**src/hw/irq_ctrl_pkg.sv**
```systemverilog
// Package of constants and register map for the interrupt controller
package irq_ctrl_pkg;
    // ****************************************
    // Register map (byte addresses = printed offsets)
    // ****************************************
    localparam logic [7:0] ENABLE_MAIN_OFS = 8'ha8;
    localparam logic [7:0] PRIO_LOW_MAIN_OFS = 8'hb8;
    localparam logic [7:0] PRIO_HIGH_MAIN_OFS = 8'hb7;
    localparam logic [7:0] ENABLE_SECOND_OFS = 8'hb1;
    localparam logic [7:0] PRIO_LOW_SECOND_OFS = 8'hb2;
    localparam logic [7:0] PRIO_HIGH_SECOND_OFS = 8'hb3;
    localparam logic [7:0] BIT_SET_OFS = 8'hc0;
    localparam logic [7:0] BIT_CLEAR_OFS = 8'hc1;
    localparam logic [7:0] EVENT_STATUS_OFS = 8'hc2;
    localparam logic [7:0] EVENT_MASK_OFS = 8'hc3;
    localparam logic [7:0] SERVICE_STATUS_OFS = 8'hc4;
    // ****************************************
    // Field positions and reset values
    // ****************************************
    localparam int GLOBAL_ENABLE_BIT = 7;
    localparam int MAIN_FIELD_WIDTH = 7;
    localparam int SYNC_SERIAL_BIT = 2;
    localparam int KEYPAD_BIT = 0;
    localparam logic [7:0] ENABLE_MAIN_RESET = 8'h00;
    localparam logic [7:0] PRIO_MAIN_RESET = 8'h00;
    localparam logic [7:0] SECOND_RESET = 8'h00;
    localparam logic [7:0] SECOND_MASK = 8'h05;
    localparam logic [7:0] MAIN_PRIO_MASK = 8'h7f;
    // Bit-select command: bit 3 picks register (0 enable, 1 low prio), bits 2:0 bit index
    localparam int SEL_REG_BIT = 3;
    localparam logic [7:0] UNMAPPED_READ = 8'h00;
    // ****************************************
    // Sources, in polling order
    // ****************************************
    localparam int NUM_SRC = 9;
    localparam int SRC_PIN0 = 0;
    localparam int SRC_TIMER0 = 1;
    localparam int SRC_PIN1 = 2;
    localparam int SRC_TIMER1 = 3;
    localparam int SRC_COUNTER = 4;
    localparam int SRC_SERIAL = 5;
    localparam int SRC_TIMER2 = 6;
    localparam int SRC_KEYPAD = 7;
    localparam int SRC_SYNC = 8;
    // Vectors per polling slot
    localparam logic [15:0] VEC_RESET = 16'h0000;
    localparam logic [15:0] VEC_PIN0 = 16'h0003;
    localparam logic [15:0] VEC_TIMER0 = 16'h000b;
    localparam logic [15:0] VEC_PIN1 = 16'h0013;
    localparam logic [15:0] VEC_TIMER1 = 16'h001b;
    localparam logic [15:0] VEC_SERIAL = 16'h0023;
    localparam logic [15:0] VEC_TIMER2 = 16'h002b;
    localparam logic [15:0] VEC_COUNTER = 16'h0033;
    localparam logic [15:0] VEC_KEYPAD = 16'h003b;
    localparam logic [15:0] VEC_SPARE = 16'h0043;
    localparam logic [15:0] VEC_SYNC = 16'h004b;
    // Event status bits
    localparam int EVT_TAKEN = 0;
    localparam int EVT_RETURN = 1;
    localparam int EVT_STRAY_RETURN = 2;
endpackage : irq_ctrl_pkg

```
**src/hw/irq_ctrl.sv**
```systemverilog
// Four-level prioritising interrupt controller with Avalon-MM register slave
`timescale 1ns/1ps
`default_nettype none
module irq_ctrl
    import irq_ctrl_pkg::*;
(
    input wire logic core_clk,
    input wire logic rst_b,
    // Avalon-MM slave
    input wire logic [7:0] avsAddress,
    input wire logic avsRead,
    input wire logic avsWrite,
    input wire logic [31:0] avsWriteData,
    input wire logic [3:0] avsByteEnable,
    output logic [31:0] avsReadData,
    output logic avsWaitRequest,
    // Request flags from peripherals
    input wire logic extZeroRequestFlag,
    input wire logic extOneRequestFlag,
    input wire logic timer0OverflowFlag,
    input wire logic timer1OverflowFlag,
    input wire logic timer2OverflowFlag,
    input wire logic timer2ExternalFlag,
    input wire logic uartReceiveDone,
    input wire logic uartTransmitDone,
    input wire logic counterArrayOverflowFlag,
    input wire logic [4:0] counterModuleMatchFlag,
    input wire logic keypadRequest,
    input wire logic syncSerialRequest,
    // Core handshake
    input wire logic vectorAck,
    input wire logic returnFromIrq,
    output logic irqRequest,
    output logic [15:0] irqVector,
    output logic [1:0] irqLevel,
    output logic irqEvent
);
    // ****************************************
    // State
    // ****************************************
    typedef struct packed {
        logic [7:0] enMain;
        logic [6:0] plMain;
        logic [6:0] phMain;
        logic [7:0] enSecond;
        logic [7:0] plSecond;
        logic [7:0] phSecond;
        logic [3:0] inService;
        logic [2:0] evtStatus;
        logic [2:0] evtMask;
        logic [31:0] readData;
        logic waitReq;
        logic req;
        logic [15:0] vector;
        logic [1:0] level;
        logic irqOut;
    } state_type;

    state_type stateReg;
    state_type stateNext;

    logic [NUM_SRC-1:0] rawReq;
    logic [NUM_SRC-1:0] enabled;
    logic [1:0] srcLevel [NUM_SRC];
    logic winFound;
    logic [3:0] winIdx;
    logic [1:0] winLevel;
    logic [2:0] curTop;
    logic [3:0] innerMask;
    logic [7:0] wByte;
    logic [7:0] rByte;
    logic mapped;

    // ****************************************
    // Request gathering
    // ****************************************
    // nine sources
    assign rawReq[SRC_PIN0] = extZeroRequestFlag;
    assign rawReq[SRC_TIMER0] = timer0OverflowFlag;
    assign rawReq[SRC_PIN1] = extOneRequestFlag;
    assign rawReq[SRC_TIMER1] = timer1OverflowFlag;
    assign rawReq[SRC_COUNTER] = counterArrayOverflowFlag | (|counterModuleMatchFlag);
    assign rawReq[SRC_SERIAL] = uartReceiveDone | uartTransmitDone;
    assign rawReq[SRC_TIMER2] = timer2OverflowFlag | timer2ExternalFlag;
    assign rawReq[SRC_KEYPAD] = keypadRequest;
    assign rawReq[SRC_SYNC] = syncSerialRequest;

    // Per-source enable and level
    always_comb begin
        enabled[SRC_PIN0] = stateReg.enMain[0];
        enabled[SRC_TIMER0] = stateReg.enMain[1];
        enabled[SRC_PIN1] = stateReg.enMain[2];
        enabled[SRC_TIMER1] = stateReg.enMain[3];
        enabled[SRC_SERIAL] = stateReg.enMain[4];
        enabled[SRC_TIMER2] = stateReg.enMain[5];
        enabled[SRC_COUNTER] = stateReg.enMain[6];
        enabled[SRC_KEYPAD] = stateReg.enSecond[KEYPAD_BIT];
        enabled[SRC_SYNC] = stateReg.enSecond[SYNC_SERIAL_BIT];
        enabled = enabled & rawReq & {NUM_SRC{stateReg.enMain[GLOBAL_ENABLE_BIT]}};
        srcLevel[SRC_PIN0] = {stateReg.phMain[0], stateReg.plMain[0]};
        srcLevel[SRC_TIMER0] = {stateReg.phMain[1], stateReg.plMain[1]};
        srcLevel[SRC_PIN1] = {stateReg.phMain[2], stateReg.plMain[2]};
        srcLevel[SRC_TIMER1] = {stateReg.phMain[3], stateReg.plMain[3]};
        srcLevel[SRC_SERIAL] = {stateReg.phMain[4], stateReg.plMain[4]};
        srcLevel[SRC_TIMER2] = {stateReg.phMain[5], stateReg.plMain[5]};
        srcLevel[SRC_COUNTER] = {stateReg.phMain[6], stateReg.plMain[6]};
        srcLevel[SRC_KEYPAD] = {stateReg.phSecond[KEYPAD_BIT], stateReg.plSecond[KEYPAD_BIT]};
        srcLevel[SRC_SYNC] = {stateReg.phSecond[SYNC_SERIAL_BIT], stateReg.plSecond[SYNC_SERIAL_BIT]};
    end

    // ****************************************
    // Arbitration
    // ****************************************
    // Highest level, then lowest polling slot
    always_comb begin
        winFound = 1'b0;
        winIdx = 4'h0;
        winLevel = 2'h0;
        for (int i = 0; i < NUM_SRC; i++) begin
            if (enabled[i] && (!winFound || srcLevel[i] > winLevel)) begin
                winFound = 1'b1;
                winIdx = 4'(i);
                winLevel = srcLevel[i];
            end
        end
    end

    // Current top level in service, 4 means idle
    always_comb begin
        curTop = 3'h4;
        innerMask = 4'h0;
        for (int l = 0; l < 4; l++) begin
            if (stateReg.inService[l]) begin
                curTop = 3'(l);
            end
        end
        if (curTop != 3'h4) begin
            innerMask[curTop[1:0]] = 1'b1;
        end
    end

    // Vector lookup
    function automatic logic [15:0] vecOf(input logic [3:0] idx);
        case (idx)
            4'h0: vecOf = VEC_PIN0;
            4'h1: vecOf = VEC_TIMER0;
            4'h2: vecOf = VEC_PIN1;
            4'h3: vecOf = VEC_TIMER1;
            4'h4: vecOf = VEC_COUNTER;
            4'h5: vecOf = VEC_SERIAL;
            4'h6: vecOf = VEC_TIMER2;
            4'h7: vecOf = VEC_KEYPAD;
            4'h8: vecOf = VEC_SYNC;
            default: vecOf = VEC_RESET;
        endcase
    endfunction : vecOf

    // ****************************************
    // Register bus decode
    // ****************************************
    assign wByte = avsByteEnable[0] ? avsWriteData[7:0] : 8'h00;
    always_comb begin
        mapped = 1'b1;
        if (avsAddress == ENABLE_MAIN_OFS) begin
            rByte = stateReg.enMain;
        end else if (avsAddress == PRIO_LOW_MAIN_OFS) begin
            rByte = {1'b0, stateReg.plMain};
        end else if (avsAddress == PRIO_HIGH_MAIN_OFS) begin
            rByte = {1'b0, stateReg.phMain};
        end else if (avsAddress == ENABLE_SECOND_OFS) begin
            rByte = stateReg.enSecond;
        end else if (avsAddress == PRIO_LOW_SECOND_OFS) begin
            rByte = stateReg.plSecond;
        end else if (avsAddress == PRIO_HIGH_SECOND_OFS) begin
            rByte = stateReg.phSecond;
        end else if (avsAddress == EVENT_STATUS_OFS) begin
            rByte = {5'h00, stateReg.evtStatus};
        end else if (avsAddress == EVENT_MASK_OFS) begin
            rByte = {5'h00, stateReg.evtMask};
        end else if (avsAddress == SERVICE_STATUS_OFS) begin
            rByte = {4'h0, stateReg.inService};
        end else begin
            rByte = UNMAPPED_READ;
            mapped = 1'b0;
        end
    end

    // ****************************************
    // Next state
    // ****************************************
    always_comb begin
        logic access;
        logic wrOk;
        logic [2:0] setEvt;
        access = 1'b0;
        wrOk = 1'b0;
        setEvt = 3'h0;
        stateNext = stateReg;
        // One wait cycle per access, answer on second cycle
        access = (avsRead | avsWrite) & stateReg.waitReq;
        stateNext.waitReq = ~((avsRead | avsWrite) & stateReg.waitReq);
        wrOk = avsWrite & stateReg.waitReq & avsByteEnable[0];
        if (avsRead && stateReg.waitReq) begin
            stateNext.readData = {24'h000000, rByte};
        end
        if (wrOk && mapped) begin
            if (avsAddress == ENABLE_MAIN_OFS) begin
                stateNext.enMain = wByte;
            end else if (avsAddress == PRIO_LOW_MAIN_OFS) begin
                stateNext.plMain = wByte[MAIN_FIELD_WIDTH-1:0];
            end else if (avsAddress == PRIO_HIGH_MAIN_OFS) begin
                stateNext.phMain = wByte[MAIN_FIELD_WIDTH-1:0];
            end else if (avsAddress == ENABLE_SECOND_OFS) begin
                stateNext.enSecond = wByte & SECOND_MASK;
            end else if (avsAddress == PRIO_LOW_SECOND_OFS) begin
                stateNext.plSecond = wByte & SECOND_MASK;
            end else if (avsAddress == PRIO_HIGH_SECOND_OFS) begin
                stateNext.phSecond = wByte & SECOND_MASK;
            end else if (avsAddress == EVENT_MASK_OFS) begin
                stateNext.evtMask = wByte[2:0];
            end
        end
        if (wrOk && (avsAddress == BIT_SET_OFS || avsAddress == BIT_CLEAR_OFS)) begin
            if (!wByte[SEL_REG_BIT]) begin
                stateNext.enMain[wByte[2:0]] = (avsAddress == BIT_SET_OFS);
            end else if (wByte[2:0] != 3'h7) begin
                stateNext.plMain[wByte[2:0]] = (avsAddress == BIT_SET_OFS);
            end
        end
        if (returnFromIrq) begin
            stateNext.inService = stateReg.inService & ~innerMask;
            setEvt[EVT_RETURN] = 1'b1;
            setEvt[EVT_STRAY_RETURN] = (curTop == 3'h4);
        end
        // Offer the winner when it may preempt
        // strictly higher only
        stateNext.req = winFound && (curTop == 3'h4 || {1'b0, winLevel} > curTop);
        stateNext.vector = vecOf(winIdx);
        stateNext.level = winLevel;
        if (vectorAck && stateReg.req) begin
            stateNext.inService[stateReg.level] = 1'b1;
            stateNext.req = 1'b0;
            setEvt[EVT_TAKEN] = 1'b1;
        end
        // Sticky events: set wins over write-one-clear
        if (wrOk && avsAddress == EVENT_STATUS_OFS) begin
            stateNext.evtStatus = stateReg.evtStatus & ~wByte[2:0];
        end
        stateNext.evtStatus = stateNext.evtStatus | setEvt;
        stateNext.irqOut = |(stateNext.evtStatus & stateNext.evtMask);
        if (access) begin
            stateNext.waitReq = 1'b0;
        end
    end

    // State register
    always_ff @(posedge core_clk or negedge rst_b) begin
        if (!rst_b) begin
            stateReg <= '{enMain: ENABLE_MAIN_RESET, plMain: PRIO_MAIN_RESET[6:0],
                phMain: PRIO_MAIN_RESET[6:0], enSecond: SECOND_RESET, plSecond: SECOND_RESET,
                phSecond: SECOND_RESET, waitReq: 1'b1, default: '0};
        end else begin
            stateReg <= stateNext;
        end
    end

    // Outputs straight from flops
    assign avsReadData = stateReg.readData;
    assign avsWaitRequest = stateReg.waitReq;
    assign irqRequest = stateReg.req;
    assign irqVector = stateReg.vector;
    assign irqLevel = stateReg.level;
    assign irqEvent = stateReg.irqOut;

    // ****************************************
    // Checks
    // ****************************************
    AST_GLOBAL_OFF: assert property (@(posedge core_clk) disable iff (!rst_b)
        !stateReg.enMain[GLOBAL_ENABLE_BIT] |=> !irqRequest) else $error("request with global enable off");
    AST_OWN_ENABLE: assert property (@(posedge core_clk) disable iff (!rst_b)
        ((rawReq & {stateReg.enSecond[SYNC_SERIAL_BIT], stateReg.enSecond[KEYPAD_BIT], stateReg.enMain[5:4],
        stateReg.enMain[6], stateReg.enMain[3:0]}) == '0) |=> !irqRequest) else $error("request from disabled source");
    AST_TOP_BLOCKS: assert property (@(posedge core_clk) disable iff (!rst_b)
        stateReg.inService[3] |=> !irqRequest) else $error("request during level 3 service");
    AST_PREEMPT: assert property (@(posedge core_clk) disable iff (!rst_b)
        (irqRequest && $past(curTop) != 3'h4) |-> ({1'b0, irqLevel} > $past(curTop)))
        else $error("preemption by non-higher level");
    AST_PIN0_VEC: assert property (@(posedge core_clk) disable iff (!rst_b)
        (enabled[SRC_PIN0] && srcLevel[SRC_PIN0] == 2'h3) |=> irqVector == 16'h0003)
        else $error("pin 0 vector wrong");
    AST_SYNC_VEC: assert property (@(posedge core_clk) disable iff (!rst_b)
        (enabled == 9'h100) |=> irqVector == 16'h004b) else $error("sync serial vector wrong");
    AST_LEVEL_WIN: assert property (@(posedge core_clk) disable iff (!rst_b)
        (enabled[SRC_SYNC] && srcLevel[SRC_SYNC] == 2'h3) |=> irqLevel == 2'h3)
        else $error("higher level lost");
    AST_RETI: assert property (@(posedge core_clk) disable iff (!rst_b)
        (returnFromIrq && !vectorAck && curTop != 3'h4) |=>
        stateReg.inService == ($past(stateReg.inService) & ~$past(innerMask)))
        else $error("return did not release level");
    AST_BUS_ANSWER: assert property (@(posedge core_clk) disable iff (!rst_b)
        (avsRead && avsWaitRequest) |=> !avsWaitRequest) else $error("bus answer late");
endmodule : irq_ctrl
`default_nettype wire

```
**config.mk**
```make
export PLATFORM = sky130hd
export DESIGN_NAME = irq_ctrl
export DESIGN_NICKNAME = d
export VERILOG_FILES = /design/src/hw/irq_ctrl_pkg.sv /design/src/hw/irq_ctrl.sv
export SDC_FILE = /design/constraint.sdc
export NUM_CORES = 1
export LEC_CHECK = 0
export BUFFER_PORTS_ARGS = -buffer_cell sky130_fd_sc_hd__buf_2
export CAP_MARGIN = 0
export CORE_ASPECT_RATIO = 2
export CORE_MARGIN = 5
export CORE_UTILIZATION = 53
export CTS_CLUSTER_DIAMETER = 30
export DETAILED_ROUTE_END_ITERATION = 10
export PLACE_DENSITY_LB_ADDON = 0.1
export SLEW_MARGIN = 25
export SYNTH_ARGS = -nofsm -noshare
export SYNTH_HDL_FRONTEND = slang
export SYNTH_SLANG_ARGS = --single-unit
```
**constraint.sdc**
```tcl
create_clock -name core_clk -period 14.26 [get_ports core_clk]
set_input_delay 1.426 -clock core_clk [delete_from_list [all_inputs] [get_ports core_clk]]
set_output_delay 1.426 -clock core_clk [all_outputs]
set_load 0.01 [all_outputs]
```
# ---- After elaboration in Yosys (flattened, before gate mapping)
# Memory sizes are Yosys's and may differ from the RTL's. A register that Yosys moved wholly into a read port is not among the register bits.
# Index checks and enable logic that the tools add are counted.
# Widths: inputs -> output; s select.
dict set report op_classes {
  add_sub_neg 0
  n_mul 0
  n_div 0
  n_lt_le_gt_ge 15
  eq_ne 14
  n_shift 0
  mux 89
  bitwise 22
  n_reduce_logical 42
}
# operator n
set op_table {}
lappend op_table {{$eq 8x8->1 const B} 11}
lappend op_table {{$mux 4} 16}
lappend op_table {{$mux 3} 17}
lappend op_table {{$mux 46} 1}
lappend op_table {{$mux 7} 6}
lappend op_table {{$mux 38} 1}
lappend op_table {{$mux 8} 4}
lappend op_table {{$mux 31} 1}
lappend op_table {{$mux 1} 25}
lappend op_table {{$mux 2} 10}
lappend op_table {{$mux 19} 1}
lappend op_table {{$and 9x9->9} 2}
lappend op_table {{$logic_and 1x1->1} 17}
lappend op_table {{$gt 2x2->1} 8}
lappend op_table {{$mux 15} 1}
lappend op_table {{$mux 11} 1}
lappend op_table {{$logic_or 1x1->1} 10}
lappend op_table {{$logic_not 1->1} 9}
lappend op_table {{$bwmux 8} 1}
lappend op_table {{$bwmux 7} 1}
lappend op_table {{$reduce_and 7->1} 1}
lappend op_table {{$and 3x3->3} 2}
lappend op_table {{$lt 2x3->1 const B} 2}
lappend op_table {{$ne 3x3->1 const B} 2}
lappend op_table {{20 further kinds} 32}
dict set report totals {
  reg_bits 67
  latch_bits 0
  mem_bits_rw 0
  romBits 96
  word_cells 198
  memories 1
}
# memory words width rd rd_ports_with_merged_regs write_ports line
set mem_list {}
lappend mem_list {{(no name shown)} 16 6 1 1 0 irq_ctrl.sv:144} ;# case (idx)

# ---- Longest topological paths before layout
# Gate-level depths: netlist (run 1).
dict set report logic_depth {
  ltp_word 41
  depth_mapped 58
}

# ---- Worst setup path before layout (run 1)
# No wires, ideal clock.
dict set report synth_path {
  path_type {input to register}
  from {in extZeroRequestFlag}
  to {reg stateReg (netlist bit irqRequest)}
  t_arrival_ps 11044
  required_time_ps 14131
  setup_slack_ps 3087
  path_stages 53
  n_path_buf 0
  cell_sequence {nand2_1 -> nor2_1 -> nand2_1 -> ha_1 -> nor2b_1 -> o21ai_0 -> o211ai_1 -> and2_1 -> ha_1 -> nor2b_1 -> o21ai_0 -> a211oi_1 -> a31o_2 -> ha_1 -> nor2b_1 -> o21ai_0 -> a211oi_4 -> nand2_1 -> [17 not listed] -> nor2_1 -> nor3_1 -> ha_1 -> or2_2 -> nor3b_1 -> nor2_1 -> and2_4 -> o41ai_4 -> ha_1 -> a21oi_1 -> a21oi_1 -> nor2_2 -> mux2i_1 -> ha_1 -> a21oi_1 -> a21oi_1 -> o21ai_0 -> a31oi_1}
}
# item line
set synth_lines {}
lappend synth_lines {{start: declaration} irq_ctrl.sv:18} ;# input wire logic extZeroRequestFlag,
lappend synth_lines {{end signal: assignment} irq_ctrl.sv:259} ;# stateReg <= '{enMain: ENABLE_MAIN_RESET, plMain: PRIO_MAIN_RESET[6:0],
lappend synth_lines {{end signal: assignment} irq_ctrl.sv:263} ;# stateReg <= stateNext;
lappend synth_lines {{end: declaration} irq_ctrl.sv:59} ;# state_type stateReg;

==> flow_metrics.tcl, run 1 <==
set metrics [dict create \
    ys_dominant_reg_cell "dfrtp_1" \
    syn_to_final_growth_pct 6.65 \
    max_stage_delay_ns 0.42 \
    cts.path.max_buffers 2 \
    cts_resized 0 \
    hold_viol_final 0 \
    endpoint_kind "flop" \
    core_um2 7890 \
    gp_congestion 0.931 \
    hold_class "flop to flop" \
    row_count 46 \
    antenna_cells 0 \
    fill_cells 742 \
    cp.depth 54 \
    synth_top_area_frac 0.325 \
    slew_viol_final 0 \
    antenna_left 0 \
    worstRegToRegCells 53 \
    power.density_nw_per_um2 78.4 \
    cts_setup_buffers 0 \
    ir_drop_v 0.0000603 \
    firstDrtPassIters 4 \
    synthCells 490 \
    synth_edf_count 0 \
    cpMostUsedCell "ha_1" \
    drive_gt1_frac 0.205 \
    wl_mm 11.6 \
    reg2reg_slack_ns 1.89 \
    die_y_um 136 \
    h-tree-depth 2 \
    critPathLaunchType "primary input" \
    crit_required_ns 14.44 \
    rr_endpoint "irqRequest" \
    synth_commonest_cells "72 x nand2_1, 55 x dfrtp_1, 50 x buf_4, 34 x o21ai_0, 28 x nor2_1" \
    syn_area_um2 4240 \
    status "finished clean" \
    fmax_mhz 79.7 \
    stdcell_area_um2 4520 \
    async_flop_share 1.00 \
    path_max_fanout 9 \
    relSlewSlack 0.356 \
    numPortBuffers 57 \
    timing.final.crit_period_ns 12.55 \
    vias 3593 \
    place_area_um2 4350 \
    clkTransAtPathRegs_ns 0.07 \
    setup_tns_ns 0 \
    final.period_utilization 0.880 \
    yosysMostFrequentCell "nand2_1" \
    grt_use_total 0.241 \
    critPathCapture "irqRequest" \
    ys_ff_latch 56 \
    rsz0062_at_grt "false" \
    antenna_found_initial 0 \
    synth_area_leaders "dfrtp_1 32%, buf_4 8.9%, nand2_1 6.4%" \
    cts_made_buffers 5 \
    fin_nets 609 \
    synth-seq-area-share 0.331 \
    setup_violations 0 \
    via_per_inst 5.76 \
    ios 119 \
    final_util 0.573 \
    place_hpwl_mm 9.31 \
    critical_path.reg2reg.startpoint "stateReg[108]" \
    drc 0 \
    yosysUniqueCellTypes 67 \
    drv_cap 0 \
    dieArea_um2 9990 \
    drt-initial-drc-count 274 \
    tightest_slew_ns 0.967 \
    grt_pass1_vias 3675 \
    clock_sinks 56 \
    clockRootBuffer "clkbuf_16" \
    finalNonFillerCells 624 \
    place_inst 616 \
    clk_latency_ns 0.30 \
    cts_tree "built" \
    grt_max_degree 57 \
    critPathArrivalTime_ns 12.72 \
    post_drt_wl_per_cell_um 18.6 \
    die_w_um 73.2 \
    synth_top_cell_by_area "dfrtp_1" \
    hold_buffers 0 \
    yosysWarnings 0 \
    path_buf_inv 1 \
    crit_type "primary input to flop" \
    syn_area_per_cell_um2 8.64 \
    grt_pass1_wl_mm 18.3 \
    critPathLaunch "extZeroRequestFlag" \
    cp_slowest_cell "o21ai_0" \
    start_util 0.537 \
    crit_family "compound AO/OA/AOI/OAI gates" \
    total_power_uw 354 \
    p_leak_nw 2.15 \
    gr-total-overflow 0 \
    skew_ns 0.00408 \
]
[per-stage QoR]
step                setup slack, ns  hold slack [ns]
floorplan                      3.09            0.444
global placement               1.69            0.457
detailed placement             1.49            0.465
CTS                            1.76            0.481
global route                  0.873            0.509
finish                         1.71            0.473
[registers in the layout (all words and copies together), names as in the netlist]
| name | cells |
|---|---|
| avsReadData | 8 |
| irqEvent | 1 |
| irqRequest | 1 |
| stateReg | 20 |
| irqLevel | 2 |
| srcLevel | 18 |
| irqVector | 5 |
| avsWaitRequest | 1 |
[layout make-up]
type	instances	area, um^2	share of cell area
Multi-Input combinational cell	380	2430	0.539
Timing Repair Buffer	59	300	0.0665
Sequential cell	56	1400	0.311
Clock buffer	5	125	0.0277
Inverter	25	93.8	0.0208
Clock inverter	3	42.5	0.00942
Tap cell	96	120	0.0266
[cell usage in the layout (no fill, tap or decap), types with 7 or more instances in the layout]
cell,netlist,layout
o21ai_0,34,34
nor3_1,8,8
and2_1,11,11
ha_1,16,16
dfrtp_1,55,55
mux2_2,12,12
buf_2,0,57
a31oi_1,9,9
nand2_1,72,72
nor2b_1,11,11
a21oi_1,21,21
nor4_1,7,7
inv_1,24,24
conb_1,2,35
mux2i_1,21,21
nor2_1,28,28
nand3_1,11,11
[layer usage]
layer	global-route usage	wire, um	up-vias
li1	-	-	1739
met1	0.262	4210	1684
met2	0.430	6220	132
met3	0.0274	583	38
met4	0.144	615	0
met5	0	0	-
[kinds of logic (layout without fill, tap and decap cells)]
kind of cell               after synthesis  after routing  share of synthesized area
DFF                                     56             56                      0.331
adders and majority gates               16             16                     0.0473
and+or+nand+nor                        173            173                      0.201
other                                    2             35                    0.00177
buffers and inverters                   87             92                      0.124
muxes                                   34             34                     0.0851
AOI/OAI and AO/OA                      122            122                      0.210
[report_power, final]
part | leakage, nW | internal [mW] | total, mW | switching (mW)
Combinational | 1.33 | 0.0147 | 0.0447 | 0.0300
Sequential | 0.738 | 0.163 | 0.167 | 0.00390
Clock | 0.0798 | 0.0827 | 0.142 | 0.0596
[worst min-delay path by stage]
stage          cells past startpoint      startpoint             end
6_report                           2  avsReadData[1]  avsReadData[1]
5_1_grt                            1  avsWaitRequest  avsWaitRequest
4_1_cts                            2  avsReadData[1]  avsReadData[1]
3_5_place_dp                       2  avsReadData[1]  avsReadData[1]
3_3_place_gp                       1  avsWaitRequest  avsWaitRequest
2_1_floorplan                      2  avsReadData[7]  avsReadData[7]
[worst min-delay path: stages, from the launching register on]
cell and delay, ns:
dfrtp_1 0.34, nand2_1 0.04, o21ai_0 0.06
(Power assumes the default switching activity.)
==> run 2, diff against run 1 <==
Settings changed: BUFFER_PORTS_ARGS -buffer_cell sky130_fd_sc_hd__buf_2 to default, CORE_MARGIN 5 to 4, CORE_UTILIZATION 53 to 55, DONT_BUFFER_PORTS from default to 1.
==> flow_metrics.tcl, run 2 (synthesis results as in run 1) <==
set metrics [dict create \
    status "finished clean" \
    drc 0 \
    drt-initial-drc-count 297 \
    gr-total-overflow 0 \
    wl_mm 10.9 \
    grt_use_total 0.237 \
    critical_path.reg2reg.startpoint "stateReg[108]" \
    slew_viol_final 0 \
    cts_resized 0 \
    switchingPower_uw 79.9 \
    cpMostUsedCell "ha_1" \
    hold_class "flop to flop" \
    rsz0062_at_grt "false" \
    setup_violations 0 \
    fin_nets 551 \
    antenna_left 0 \
    internal_power_uw 274 \
    clk_latency_ns 0.30 \
    antenna_found_initial 0 \
    clockRootBuffer "clkbuf_16" \
    via_per_inst 5.98 \
    numPortBuffers 0 \
    clkTransAtPathRegs_ns 0.07 \
    die_y_um 132 \
    post_drt_wl_per_cell_um 19.3 \
    critPathLaunchType "primary input" \
    reg2reg_slack_ns 1.91 \
    h-tree-depth 2 \
    sequentialPowerShare 0.475 \
    path_max_fanout 9 \
    final_util 0.562 \
    power.density_nw_per_um2 83.4 \
    largest_reg_flops 20 \
    ios 119 \
    layout_commonest_cell "nand2_1" \
    setup_tns_ns 0 \
    hold_buffers 0 \
    p_leak_nw 1.91 \
    rr_endpoint "irqRequest" \
    drv_cap 0 \
    grt_max_degree 57 \
    die_w_um 70.1 \
    ir_drop_v 0.0000609 \
    crit_type "primary input to flop" \
    cp_slowest_cell "o21ai_0" \
    cts_tree "built" \
    fmax_mhz 80.2 \
    critPathArrivalTime_ns 12.64 \
    timing.final.crit_period_ns 12.46 \
    syn_to_final_growth_pct 0.177 \
    largest-register "stateReg" \
    final_cell_mix "72 x nand2_1, 55 x dfrtp_1, 35 x conb_1" \
    max_stage_delay_ns 0.44 \
    firstDrtPassIters 6 \
    start_util 0.561 \
    endpoint_kind "flop" \
    dieArea_um2 9250 \
    hold_path_depth 1 \
    relSlewSlack 0.408 \
    grt_pass1_wl_mm 17.1 \
    place_hpwl_mm 8.71 \
    hp-start "avsWaitRequest" \
    cts_made_buffers 5 \
    worstRegToRegCells 53 \
    core_um2 7540 \
    pre_cts_ws_ns 1.58 \
    netSwitchingFraction 0.226 \
    setup_ws_ns 1.80 \
    clockPowerShare 0.441 \
    hold_viol_final 0 \
    grt_pass1_vias 3252 \
    cts_setup_buffers 0 \
    pwr-share-comb 0.084 \
    crit_required_ns 14.43 \
    vias 3375 \
    skew_ns 0.00676 \
    gp_congestion 0.965 \
    hold_end "avsWaitRequest" \
    clock_sinks 56 \
    place_inst 556 \
    cts.path.max_buffers 2 \
    antenna_cells 0 \
    finalNonFillerCells 564 \
    row_count 45 \
    tightest_slew_ns 0.887 \
    final.period_utilization 0.874 \
    drive_gt1_frac 0.104 \
]
## run 2: worst max path at each step
| stage | end | slack [ns] | cells after the start | startpoint |
|---|---|---|---|---|
| final | irqRequest | 1.80 | 53 | extZeroRequestFlag |
| after floorplan | irqRequest | 3.09 | 53 | extZeroRequestFlag |
| after CTS | irqRequest | 1.79 | 53 | extZeroRequestFlag |
| after global routing | irqRequest | 0.89 | 53 | extZeroRequestFlag |
| after global placement | irqRequest | 1.75 | 53 | extZeroRequestFlag |
| after detailed placement | irqRequest | 1.58 | 53 | extZeroRequestFlag |
## run 2: worst max-delay path, delay by kind of cell
family	cells	cell delay, ns
mux	1	0.30
simple gates	20	3.23
fa+ha+maj	9	2.42
compound gates	23	5.24
## run 2: cell type report
type | count | area [um^2]
Clock buffer | 6 | 129
Clock inverter | 2 | 60.1
Fill cell | 702 | 3300
Inverter | 25 | 93.8
Multi-Input combinational cell | 380 | 2430
Sequential cell | 56 | 1400
Tap cell | 94 | 118
Timing Repair Buffer | 1 | 7.51
## run 2: power groups by stage
stage / Combinational [mW] / Clock (mW) / Sequential, mW
after global placement: 0.0288 / 0 / 0.171
after global routing: 0.0331 / 0.166 / 0.168
after floorplan: 0.0350 / 0 / 0.169
after detailed placement: 0.0293 / 0 / 0.171
after CTS: 0.0293 / 0.160 / 0.168
final: 0.0297 / 0.156 / 0.168
## run 2: per-layer routing
layer / share of wire / track usage / wire length [um]
met5: 0 / 0 / 0
met4: 0.046 / 0.127 / 501
met3: 0.072 / 0.0580 / 781
met2: 0.53 / 0.417 / 5780
met1: 0.35 / 0.256 / 3840
## run 2: per-stage QoR
step           power, mW  cell area (um^2)  hold WS [ns]
3_3_place_gp       0.200              4050         0.486
5_1_grt            0.368              4240         0.541
6_report           0.354              4240         0.503
3_5_place_dp       0.200              4050         0.494
2_1_floorplan      0.204              4360         0.444
4_1_cts            0.358              4240         0.507
